--- config.mk ---
export PLATFORM = sky130hd
export DESIGN_NAME = tiu_top
export DESIGN_NICKNAME = d
export VERILOG_FILES = /design/src/core/tiu_pkg.sv /design/src/core/tiu_edge.sv /design/src/core/tiu_timer.sv /design/src/core/tiu_top.sv
export SDC_FILE = /design/constraint.sdc
export NUM_CORES = 1
export LEC_CHECK = 0
export BUFFER_PORTS_ARGS = -buffer_cell sky130_fd_sc_hd__buf_2
export CAP_MARGIN = 20
export CORE_ASPECT_RATIO = 2
export CORE_UTILIZATION = 64
export CTS_CLUSTER_SIZE = 28
export DETAILED_ROUTE_END_ITERATION = 16
export PLACE_DENSITY = 0.95
export RECOVER_POWER = 50
export SYNTH_ARGS = -nofsm -noshare
export SYNTH_HDL_FRONTEND = slang
export SYNTH_SLANG_ARGS = --single-unit
--- constraint.sdc ---
create_clock -name pclk -period 6.53 [get_ports pclk]
set_input_delay 1.959 -clock pclk [delete_from_list [all_inputs] [get_ports pclk]]
set_output_delay 1.959 -clock pclk [all_outputs]
set_load 0.02 [all_outputs]
--- src/core/tiu_pkg.sv ---
// Shared constants and types of the timer and interrupt unit.
package tiu_pkg;
	localparam int APB_AW = 8;
	localparam logic [7:0] ADDR_PS = 8'hC0;
	localparam logic [7:0] ADDR_OP = 8'hC4;
	localparam logic [7:0] ADDR_REQ = 8'hC8;
	localparam logic [7:0] ADDR_EN = 8'hCC;
	localparam logic [7:0] ADDR_TMODE = 8'hD0;
	localparam logic [7:0] ADDR_EG = 8'hD4;
	localparam logic [7:0] ADDR_TMR = 8'hE0;
	localparam logic [7:0] ADDR_TMR_LAST = 8'hEC;
	localparam logic [7:0] PS_RST = 8'h04;
	localparam int PS_IFLAG = 2;
	localparam int OP_SET = 0;
	localparam int OP_CLR = 1;
	localparam int OP_BRK = 2;
	localparam int NREQ = 7;
	localparam int REQ_EXTA = 0;
	localparam int REQ_EXTB = 1;
	localparam int REQ_EVT = 2;
	localparam int REQ_TMR = 3;
	localparam int NPIN = 4;
	localparam int PIN_EXTA = 0;
	localparam int PIN_EXTB = 1;
	localparam int PIN_EVA = 2;
	localparam int PIN_EVB = 3;
	localparam int EG_W = 6;
	localparam int EG_EVSEL = 4;
	localparam int EG_PWSEL = 5;
	localparam int NTMR = 4;
	localparam int T1 = 0;
	localparam int T2 = 1;
	localparam int T3 = 2;
	localparam int T4 = 3;
	localparam int TM_W = 8;
	localparam int TM_SRC_LSB = 3;
	localparam int TM_RUN = 5;
	localparam logic [7:0] TMR_RST = 8'hFF;
	localparam logic [7:0] TMR_ZERO = 8'h00;
	localparam logic [5:0] DIV_LAST = 6'h3F;
	localparam logic [5:0] DIV_ONE = 6'h01;
	localparam logic [31:0] ZERO32 = 32'h0000_0000;
	typedef enum logic [2:0] {
		MODE_TIMER = 3'b000,
		MODE_EVENT = 3'b001,
		MODE_PULSE = 3'b010,
		MODE_PWIDTH = 3'b011,
		MODE_PWM = 3'b100
	} tiu_mode_t;
	typedef enum logic [1:0] {
		SRC_DIV = 2'b00,
		SRC_SUB = 2'b01,
		SRC_CHAIN = 2'b10,
		SRC_PIN = 2'b11
	} tiu_src_t;
endpackage : tiu_pkg

--- src/core/tiu_edge.sv ---
// Edge and level detector for one event or interrupt pin.
`timescale 1ns/100ps
`default_nettype none
module tiu_edge (
	input wire logic pclk,
	input wire logic presetn,
	input wire logic pin,
	input wire logic pol,
	output logic hit,
	output logic endp,
	output logic lvl
);
	typedef struct packed {
		logic armed;
		logic prev;
	} tiu_edge_state_t;
	tiu_edge_state_t s_q, s_d;
	logic rise, fall;

	// The first sample after reset only arms the detector, so a pin high at reset is no edge.
	always_comb begin
		s_d = s_q;
		s_d.armed = 1'b1;
		s_d.prev = pin;
		rise = s_q.armed & pin & ~s_q.prev;
		fall = s_q.armed & ~pin & s_q.prev;
		hit = pol ? fall : rise;
		endp = pol ? rise : fall;
		lvl = pin ^ pol;
	end

	always_ff @(posedge pclk or negedge presetn) begin
		if (!presetn) begin
			s_q <= '0;
		end else begin
			s_q <= s_d;
		end
	end
endmodule : tiu_edge
`default_nettype wire

--- src/core/tiu_timer.sv ---
// One 8-bit reloading down counter.
`timescale 1ns/100ps
`default_nettype none
module tiu_timer (
	input wire logic pclk,
	input wire logic presetn,
	input wire logic load,
	input wire logic [7:0] load_val,
	input wire logic tick,
	input wire logic run,
	output logic [7:0] count,
	output logic uf
);
	typedef struct packed {
		logic [7:0] cnt;
		logic [7:0] rel;
	} tiu_tmr_state_t;
	tiu_tmr_state_t s_q, s_d;

	always_comb begin
		s_d = s_q;
		uf = run & tick & (s_q.cnt == tiu_pkg::TMR_ZERO);
		if (load) begin
			s_d.cnt = load_val;
			s_d.rel = load_val;
		end else if (uf) begin
			s_d.cnt = s_q.rel;
		end else if (run & tick) begin
			s_d.cnt = s_q.cnt - 8'h01;
		end
		count = s_q.cnt;
	end

	always_ff @(posedge pclk or negedge presetn) begin
		if (!presetn) begin
			s_q <= {tiu_pkg::TMR_RST, tiu_pkg::TMR_RST};
		end else begin
			s_q <= s_d;
		end
	end
endmodule : tiu_timer
`default_nettype wire

--- src/core/tiu_top.sv ---
// Interrupt acceptance control and four 8-bit timers behind an APB slave.
`timescale 1ns/100ps
`default_nettype none
module tiu_top (
	input wire logic pclk,
	input wire logic presetn,
	input wire logic psel,
	input wire logic penable,
	input wire logic pwrite,
	input wire logic [tiu_pkg::APB_AW-1:0] paddr,
	input wire logic [31:0] pwdata,
	output logic [31:0] prdata,
	output logic pready,
	output logic pslverr,
	input wire logic isr_enter,
	output logic irq_out,
	output logic brk_out,
	input wire logic ext_irq_pin_a,
	input wire logic ext_irq_pin_b,
	input wire logic event_pin_a,
	input wire logic event_pin_b,
	input wire logic sub_clock_pin,
	output logic timer_out_pin_a,
	output logic timer_out_pin_b
);
	typedef struct packed {
		logic [7:0] ps;
		logic software_break_op;
		logic [tiu_pkg::NREQ-1:0] req;
		logic [tiu_pkg::NREQ-1:0] en;
		logic [tiu_pkg::EG_W-1:0] eg;
		logic [31:0] tmode;
		logic [5:0] pre;
		logic sub_prev;
		logic [1:0] chain;
		logic out_a;
		logic out_b;
		logic [31:0] rdata;
	} tiu_top_state_t;

	tiu_top_state_t q, n;

	logic [tiu_pkg::NPIN-1:0] pins;
	logic [tiu_pkg::NPIN-1:0] hit;
	logic [tiu_pkg::NPIN-1:0] endp;
	logic [tiu_pkg::NPIN-1:0] lvl;
	logic [tiu_pkg::NTMR-1:0] tick;
	logic [tiu_pkg::NTMR-1:0] run;
	logic [tiu_pkg::NTMR-1:0] uf;
	logic [tiu_pkg::NTMR-1:0] load;
	logic [7:0] cnt [tiu_pkg::NTMR];
	logic [2:0] mode [tiu_pkg::NTMR];
	logic div_tick;
	logic sub_tick;
	logic pw_lvl;
	logic wr;
	logic setup;
	logic dec_ok;
	logic [31:0] rd_val;
	logic [tiu_pkg::NREQ-1:0] req_set;
	logic [tiu_pkg::NREQ-1:0] req_clr;

	// A mode is honoured only on the timers whose pins can carry it.
	function automatic logic mode_ok(input int idx, input logic [2:0] m);
		logic ok;
		ok = 1'b0;
		case (m)
			tiu_pkg::MODE_TIMER: begin
				ok = 1'b1;
			end
			tiu_pkg::MODE_EVENT: begin
				ok = (idx != tiu_pkg::T2);
			end
			tiu_pkg::MODE_PULSE: begin
				ok = (idx == tiu_pkg::T1) || (idx == tiu_pkg::T4);
			end
			tiu_pkg::MODE_PWIDTH: begin
				ok = (idx == tiu_pkg::T4);
			end
			tiu_pkg::MODE_PWM: begin
				ok = (idx == tiu_pkg::T3);
			end
			default: begin
				ok = 1'b0;
			end
		endcase
		return ok;
	endfunction : mode_ok

	assign pins = {event_pin_b, event_pin_a, ext_irq_pin_b, ext_irq_pin_a};

	genvar g;
	generate
		for (g = 0; g < tiu_pkg::NPIN; g++) begin : g_pin
			tiu_edge u_edge (
				.pclk(pclk),
				.presetn(presetn),
				.pin(pins[g]),
				.pol(q.eg[g]),
				.hit(hit[g]),
				.endp(endp[g]),
				.lvl(lvl[g])
			);
		end
	endgenerate

	assign pw_lvl = q.eg[tiu_pkg::EG_PWSEL] ? lvl[tiu_pkg::PIN_EVB] : lvl[tiu_pkg::PIN_EVA];

	generate
		for (g = 0; g < tiu_pkg::NTMR; g++) begin : g_tmr
			logic [2:0] m_raw;
			logic [1:0] src;
			logic pin_tick;
			logic chain_tick;
			logic base;
			logic t_loc;
			assign m_raw = q.tmode[g*tiu_pkg::TM_W +: 3];
			assign src = q.tmode[g*tiu_pkg::TM_W+tiu_pkg::TM_SRC_LSB +: 2];
			assign run[g] = q.tmode[g*tiu_pkg::TM_W+tiu_pkg::TM_RUN];
			assign mode[g] = mode_ok(g, m_raw) ? m_raw : tiu_pkg::MODE_TIMER;
			if (g == tiu_pkg::T1) begin : g_p1
				assign pin_tick = hit[tiu_pkg::PIN_EVA];
			end else if (g == tiu_pkg::T2) begin : g_p2
				assign pin_tick = 1'b0;
			end else begin : g_p34
				assign pin_tick = hit[tiu_pkg::PIN_EVB];
			end
			if (g == tiu_pkg::T2) begin : g_c2
				assign chain_tick = q.chain[0];
			end else if (g == tiu_pkg::T4) begin : g_c4
				assign chain_tick = q.chain[1];
			end else begin : g_c13
				assign chain_tick = 1'b1;
			end
			always_comb begin
				case (src)
					tiu_pkg::SRC_DIV: begin
						base = div_tick;
					end
					tiu_pkg::SRC_SUB: begin
						base = sub_tick;
					end
					tiu_pkg::SRC_CHAIN: begin
						base = chain_tick;
					end
					default: begin
						base = pin_tick;
					end
				endcase
				if (mode[g] == tiu_pkg::MODE_EVENT) begin
					t_loc = pin_tick;
				end else if (mode[g] == tiu_pkg::MODE_PWIDTH) begin
					t_loc = base & pw_lvl;
				end else begin
					t_loc = base;
				end
			end
			// Each loop copy drives its own bit through one continuous assignment.
			assign tick[g] = t_loc;
			assign load[g] = wr && (paddr == tiu_pkg::ADDR_TMR + 8'(4*g));
			tiu_timer u_tmr (
				.pclk(pclk),
				.presetn(presetn),
				.load(load[g]),
				.load_val(pwdata[7:0]),
				.tick(tick[g]),
				.run(run[g]),
				.count(cnt[g]),
				.uf(uf[g])
			);
			assign req_set[tiu_pkg::REQ_TMR+g] = uf[g] |
				((g == tiu_pkg::T4) && (mode[g] == tiu_pkg::MODE_PWIDTH) && run[g] &&
				(q.eg[tiu_pkg::EG_PWSEL] ? endp[tiu_pkg::PIN_EVB] : endp[tiu_pkg::PIN_EVA]));
		end
	endgenerate

	// Event-pin interrupt follows the pin chosen in the edge select register.
	assign req_set[tiu_pkg::REQ_EXTA] = hit[tiu_pkg::PIN_EXTA];
	assign req_set[tiu_pkg::REQ_EXTB] = hit[tiu_pkg::PIN_EXTB];
	assign req_set[tiu_pkg::REQ_EVT] = q.eg[tiu_pkg::EG_EVSEL] ? hit[tiu_pkg::PIN_EVB] : hit[tiu_pkg::PIN_EVA];

	assign setup = psel & ~penable;
	assign wr = psel & penable & pwrite;
	assign req_clr = (wr && paddr == tiu_pkg::ADDR_REQ) ? pwdata[tiu_pkg::NREQ-1:0] : '0;
	assign div_tick = (q.pre == tiu_pkg::DIV_LAST);
	assign sub_tick = sub_clock_pin & ~q.sub_prev;

	// Read decode; the timer window needs word alignment inside its range.
	always_comb begin
		rd_val = tiu_pkg::ZERO32;
		dec_ok = 1'b1;
		if (paddr == tiu_pkg::ADDR_PS) begin
			rd_val[7:0] = q.ps;
		end else if (paddr == tiu_pkg::ADDR_OP) begin
			rd_val = tiu_pkg::ZERO32;
		end else if (paddr == tiu_pkg::ADDR_REQ) begin
			rd_val[tiu_pkg::NREQ-1:0] = q.req;
		end else if (paddr == tiu_pkg::ADDR_EN) begin
			rd_val[tiu_pkg::NREQ-1:0] = q.en;
		end else if (paddr == tiu_pkg::ADDR_TMODE) begin
			rd_val = q.tmode;
		end else if (paddr == tiu_pkg::ADDR_EG) begin
			rd_val[tiu_pkg::EG_W-1:0] = q.eg;
		end else if (paddr >= tiu_pkg::ADDR_TMR && paddr <= tiu_pkg::ADDR_TMR_LAST && paddr[1:0] == 2'b00) begin
			rd_val[7:0] = cnt[paddr[3:2]];
		end else begin
			dec_ok = 1'b0;
		end
	end

	always_comb begin
		n = q;
		n.pre = div_tick ? '0 : q.pre + tiu_pkg::DIV_ONE;
		n.sub_prev = sub_clock_pin;
		n.chain = {uf[tiu_pkg::T3], uf[tiu_pkg::T1]};
		if (setup) begin
			n.rdata = rd_val;
		end
		if (wr && paddr == tiu_pkg::ADDR_PS) begin
			n.ps = pwdata[7:0];
		end
		if (wr && paddr == tiu_pkg::ADDR_EN) begin
			n.en = pwdata[tiu_pkg::NREQ-1:0];
		end
		if (wr && paddr == tiu_pkg::ADDR_EG) begin
			n.eg = pwdata[tiu_pkg::EG_W-1:0];
		end
		if (wr && paddr == tiu_pkg::ADDR_TMODE) begin
			n.tmode = pwdata;
		end
		if (wr && paddr == tiu_pkg::ADDR_OP && pwdata[tiu_pkg::OP_CLR]) begin
			n.ps[tiu_pkg::PS_IFLAG] = 1'b0;
		end
		if (wr && paddr == tiu_pkg::ADDR_OP && pwdata[tiu_pkg::OP_SET]) begin
			n.ps[tiu_pkg::PS_IFLAG] = 1'b1;
		end
		// Entry into a service routine wins over a clear in the same cycle.
		if (isr_enter) begin
			n.ps[tiu_pkg::PS_IFLAG] = 1'b1;
			n.software_break_op = 1'b0;
		end
		if (wr && paddr == tiu_pkg::ADDR_OP && pwdata[tiu_pkg::OP_BRK]) begin
			n.software_break_op = 1'b1;
		end
		// A request arriving with its own clear is kept.
		n.req = (q.req & ~req_clr) | req_set;
		if (mode[tiu_pkg::T1] == tiu_pkg::MODE_PULSE && run[tiu_pkg::T1]) begin
			n.out_a = q.out_a ^ uf[tiu_pkg::T1];
		end else begin
			n.out_a = 1'b1;
		end
		// Timer 3 sets the PWM period; the value held in timer 4 sets the high time.
		if (mode[tiu_pkg::T3] == tiu_pkg::MODE_PWM && run[tiu_pkg::T3]) begin
			n.out_b = (cnt[tiu_pkg::T3] < cnt[tiu_pkg::T4]);
		end else if (mode[tiu_pkg::T4] == tiu_pkg::MODE_PULSE && run[tiu_pkg::T4]) begin
			n.out_b = q.out_b ^ uf[tiu_pkg::T4];
		end else begin
			n.out_b = 1'b1;
		end
	end

	always_ff @(posedge pclk or negedge presetn) begin
		if (!presetn) begin
			q <= '0;
			q.ps <= tiu_pkg::PS_RST;
			q.out_a <= 1'b1;
			q.out_b <= 1'b1;
		end else begin
			q <= n;
		end
	end

	// The break request is never masked; all others wait for a clear mask.
	assign irq_out = (|(q.req & q.en)) & ~q.ps[tiu_pkg::PS_IFLAG];
	assign brk_out = q.software_break_op;
	assign prdata = q.rdata;
	assign pready = 1'b1;
	assign pslverr = psel & penable & ~dec_ok;
	assign timer_out_pin_a = q.out_a;
	assign timer_out_pin_b = q.out_b;
endmodule : tiu_top
`default_nettype wire

* After elaboration in Yosys (flattened, before gate mapping) *
Cells that the tools add are included.

word-level totals
  bits in registers = 173
  latch bits = 0
  memory bits (writable) = 0
  bits in read-only memories = 0
  output and inout port bits = 38
  memories = 0

operators by class
  add/subtract/negate cells = 5
  multipliers = 0
  div/mod/pow operators = 0
  $lt $le $gt $ge = 4
  equal/unequal tests = 37
  shifts and indexed selects = 0
  mux-type cells = 74
  bitwise operators = 56
  reduce and logical (&&, ||, !) cells = 43

operators by type and width
  cell                   count
  $mux W8                17
  $eq A8 B8 Y1 const B   10
  $mux W25               2
  $mux W24               2
  $mux W1                36
  $and A1 B1 Y1          34
  $logic_not A8 Y1       4
  $mux W32               1
  $sub A8 B1 Y8 const B  4
  $eq A3 B2 Y1 const B   9
  $eq A3 B1 Y1 const B   7
  $mux W7                3
  $logic_and A1 B1 Y1    20
  $bmux W8 S2            1
  $mux W3                5
  $and A7 B7 Y7          2
  $logic_not A3 Y1       4
  $mux W6                2
  $not A1 Y1             12
  $pmux W1 S3            4
  $reduce_bool A3 Y1     4
  $logic_not A2 Y1       5
  $eq A2 B1 Y1 const B   4
  $eq A2 B2 Y1 const B   4
  other kinds (18)       23

* Logic depth before layout (Yosys ltp) *
  depth after elaboration = 13
  depth in mapped cells = 9
  mapped depth without buffers = 8

* Modules after synthesis *
From an unflattened synthesis, not the netlist that was laid out.

unflattened totals
  cells, all modules = 900
  area, all modules = 9756.9 um^2

by module, submodules not included
  module                          times used  cells an instance  area an instance (um^2)  sequential area each (um^2)
  tiu_top                         1           443                5270.1                   2606.2
  tiu_timer (g_tmr[0].u_tmr ...)  3           104                1019.7                   420.4
  tiu_timer (g_tmr[1].u_tmr)      1           105                977.2                    420.4
  tiu_edge                        4           10                 112.6                    50.0

* Worst setup path before layout *
Ideal clock, no wire load.

  path type = input to output
  start = input paddr[3] (netlist bit)
  end = output pslverr
  arrival time = 2908 ps
  required time = 4571 ps
  slack = 1663 ps
  stages on the path = 4
  path through = buf_6 > clkbuf_1 > o21ai_0 > a41oi_1

on the way
  longest elaborated chain between the ends = 12
  elaborated cells on any way between the ends = 19
  classes of those cells = order compare (2); eq/ne (6); mux (7); bitwise (2); reduce/logical (2)

RTL lines
  item                                          line            RTL
  start, declared                               tiu_top.sv:10   input wire logic [tiu_pkg::APB_AW-1:0] paddr,
  $ge A8 B8 Y1 or $le A8 B8 Y1 (tied branches)  tiu_top.sv:204  end else if (paddr >= tiu_pkg::ADDR_TMR && paddr <= tiu_pkg::ADDR_TMR_LAST && paddr[1:0] == 2'b00) begin
  $logic_and A1 B1 Y1 (2 in series)             tiu_top.sv:204
  $mux W1                                       tiu_top.sv:204
  $mux W1                                       tiu_top.sv:202  end else if (paddr == tiu_pkg::ADDR_EG) begin
  $mux W1                                       tiu_top.sv:200  end else if (paddr == tiu_pkg::ADDR_TMODE) begin
  $mux W1                                       tiu_top.sv:198  end else if (paddr == tiu_pkg::ADDR_EN) begin
  $mux W1                                       tiu_top.sv:196  end else if (paddr == tiu_pkg::ADDR_REQ) begin
  $mux W1                                       tiu_top.sv:194  end else if (paddr == tiu_pkg::ADDR_OP) begin
  $mux W1 (*)                                   tiu_top.sv:192  if (paddr == tiu_pkg::ADDR_PS) begin
  $not A1 Y1 (*)                                tiu_top.sv:278  assign pslverr = psel & penable & ~dec_ok;
  $and A1 B1 Y1 (*)                             tiu_top.sv:278
  end, declared                                 tiu_top.sv:14   output logic pslverr,

Mark *: on every way between the ends. The rest lies on a longest branch, timed or not.

==> impl_metrics.json <==
{
  "synth.distinct_cells": 65,
  "hpwl_um": 16600,
  "tritoncts": "built",
  "nFillCells": 958,
  "cts_hold_buf": 0,
  "multiInputGateArea_um2": 4020,
  "cts_num_sinks": 173,
  "min_period_ns": 4.81,
  "die_h_um": 170,
  "antenna_found_initial": 0,
  "finalCritPeriodShare": 0.736,
  "initialDrtViolationCount": 750,
  "dieArea_um2": 14600,
  "crit_type": "primary input to async pin",
  "postCtsResizedCells": 0,
  "finalSetupViolCount": 0,
  "p_per_area_nw_per_um2": 229,
  "yosysWarnings": 0,
  "drc": 0,
  "wl_per_cell_um": 21.1,
  "finClkSkew_ns": 0.0121,
  "dr.pass1.iters": 8,
  "syn_area_um2": 9010,
  "setup_tns_ns": 0,
  "postRouteAntennaNets": 0,
  "failed_checks": "capacitance limit, slew limit",
  "layout_commonest_cell": "nand2_1",
  "peakVddDrop_v": 0.000186,
  "clkLatencyLatePin_ns": 0.44,
  "synth_ff_type": "dfrtp_1",
  "nNetsFinal": 1017,
  "synth_edf_count": 0,
  "worst_pin_slew_ns": 3.35,
  "met3_usage": 0.0822,
  "cp.required_ns": 6.99,
  "worstPathArrival_ns": 5.27,
  "p_leak_nw": 4.49,
  "finalNonFillerCells": 1152,
  "clk_pin_slew_ns": 0.07,
  "path_buf_inv": 2,
  "path_delay_family": "buffers and inverters",
  "pin_count": 89,
  "grt_pass1_wl_um": 38500,
  "crit_chain": "clkbuf_1 > buf_4",
  "layout_common_cells": "nand2_1, dfrtp_1, o21ai_0",
  "gr-total-overflow": 0,
  "coreArea_um2": 13800,
  "cp_max_fo": 66,
  "hold_class": "flip-flop to flip-flop",
  "relSlewSlack": -1.24,
  "met1_usage": 0.371,
  "diodes": 0,
  "die_w_um": 85.9,
  "drt_wl_total_um": 24300,
  "globalRouteMet2Util": 0.589,
  "drive_gt1_frac": 0.243,
  "gp_congestion": 0.996,
  "cts_root_buffer": "clkbuf_16",
  "utilization": 0.715,
  "cp-end-kind": "async pin",
  "max_clock_freq_ghz": 0.208,
  "num_vias": 7540,
  "post_cts_buffers": 0,
  "cts_inserted_buffers": 17,
  "grt_pass1_vias": 7656,
  "clk_path_buf_depth": 2,
  "grt_max_degree": 67,
  "critPathMaxStageDelay_ns": 2.32,
  "htreeDepth": 4,
  "finalHoldViolCount": 0,
  "critPathLaunchType": "primary input",
  "io_buffers": 87,
  "initial_core_util": 0.652,
  "slowest_stage": "clkbuf_1",
  "async_flop_share": 1.00,
  "status": "finished, violations left",
  "synth_seq_area_share": 0.490,
  "area_growth_pct": 9.65,
  "drv_cap": 1,
  "regArea_um2": 4410,
  "rsz0062_at_grt": "false",
  "dp.cells": 1118,
  "core.rowCount": 61,
  "synth_area_per_cell_um2": 9.89,
  "syn_inst": 911,
  "track_usage": 0.354,
  "ys_ff_latch": 173,
  "avgViaCountPerCell": 6.55,
  "slew_violations": 67,
  "busiest_layer": "met2"
}
-- final timing paths --
| check | start | to | slack (ns) | depth (start not counted) |
|---|---|---|---|---|
| worst min-delay path | g_tmr[3].u_tmr.s_q[5]$_DFFE_PN1P_ | g_tmr[3].u_tmr.s_q[5]$_DFFE_PN1P_ | 0.46 | 2 |
| worst max-delay path | presetn | g_tmr[0].m_raw[0]$_DFFE_PN0P_ | 1.72 | 2 |
| max in group pclk | paddr[3] | pslverr | 1.75 | 4 |
| worst max register to register | g_tmr[3].u_tmr.count[2]$_DFFE_PN1P_ | timer_out_pin_b$_DFF_PN1_ | 3.71 | 6 |
| worst min register to register | g_tmr[3].u_tmr.s_q[5]$_DFFE_PN1P_ | g_tmr[3].u_tmr.s_q[5]$_DFFE_PN1P_ | 0.46 | 2 |
| min in group asynchronous | presetn | prdata[4]$_DFFE_PN0P_ | 2.65 | 1 |
-- synthesized netlist by cell type, types with 4 or more instances --
cell type | n | area share
and3_1 | 4 | 0.0028
o21ai_0 | 68 | 0.038
buf_4 | 34 | 0.028
buf_2 | 5 | 0.0028
nor4_1 | 7 | 0.0049
mux2_2 | 48 | 0.060
dfrtp_1 | 106 | 0.29
a21oi_1 | 41 | 0.023
nand2b_1 | 4 | 0.0028
nor3b_1 | 4 | 0.0033
buf_6 | 4 | 0.0050
o311ai_1 | 4 | 0.0039
a21o_1 | 10 | 0.0083
nand3_1 | 17 | 0.0094
a211oi_1 | 18 | 0.015
nand2_1 | 168 | 0.070
nor2b_1 | 4 | 0.0028
a221oi_1 | 7 | 0.0068
a31oi_1 | 5 | 0.0035
nand4_1 | 5 | 0.0035
a22oi_1 | 9 | 0.0075
and4_1 | 5 | 0.0049
nor3_1 | 14 | 0.0078
ha_1 | 16 | 0.022
inv_1 | 32 | 0.013
mux4_2 | 8 | 0.020
nor2_1 | 53 | 0.022
o31ai_1 | 10 | 0.0083
or3_1 | 5 | 0.0035
xnor2_1 | 15 | 0.015
nand3b_1 | 4 | 0.0033
clkbuf_1 | 34 | 0.014
mux2i_1 | 10 | 0.011
xor2_1 | 5 | 0.0049
o311ai_0 | 5 | 0.0049
and2_1 | 6 | 0.0042
dfstp_2 | 67 | 0.20
-- where the power goes --
part | leakage, nW | switching, mW | internal [mW]
clock | 0.282 | 0.448 | 0.547
combinational | 2.08 | 0.102 | 0.0506
sequential | 2.12 | 0.0196 | 1.10
-- final cells by class --
cell class,count,area share
clock buffers,20,0.0452
clock inverters,12,0.0130
inverters,32,0.0122
multi-input cells,627,0.407
flip-flops and latches,173,0.447
well taps,189,0.0239
repair buffers,99,0.0518
-- logic make-up after synthesis --
kind of cell / share of synthesized area
adder cells (fa/ha/maj): 0.0222
flip-flops: 0.490
multiplexers: 0.0949
AND/OR/NAND/NOR: 0.165
AO/OA/AOI/OAI: 0.143
other: 0.000416
XOR/XNOR: 0.0194
buffers and inverters: 0.0653
-- layer usage --
layer	wire [µm]	vias up
li1	-	3281
met1	8080	3604
met2	12300	471
met3	1780	184
met4	2190	0
met5	0	-
-- flip-flops by register name, summed over array words and instances (netlist names) --
register	cells
g_pin.u_edge.s_q	5
timer_out_pin_b	1
prdata	32
g_tmr.src	8
q	47
g_tmr.u_tmr.count	32
g_tmr.u_tmr.s_q	32
brk_out	1
timer_out_pin_a	1
g_tmr.m_raw	12
g_tmr.chain_tick	2
-- metrics by stage --
stage	total power [mW]	area (µm²)	hold WS, ns	worst slack, ns
5_1_grt	2.34	9880	0.473	0.937
3_5_place_dp	1.28	9310	0.448	1.75
2_1_floorplan	1.21	9010	0.439	1.66
3_3_place_gp	1.27	9300	0.446	1.84
6_report	2.26	9880	0.458	1.72
4_1_cts	2.27	9880	0.460	1.75
Power figures use the tool's default switching activity.
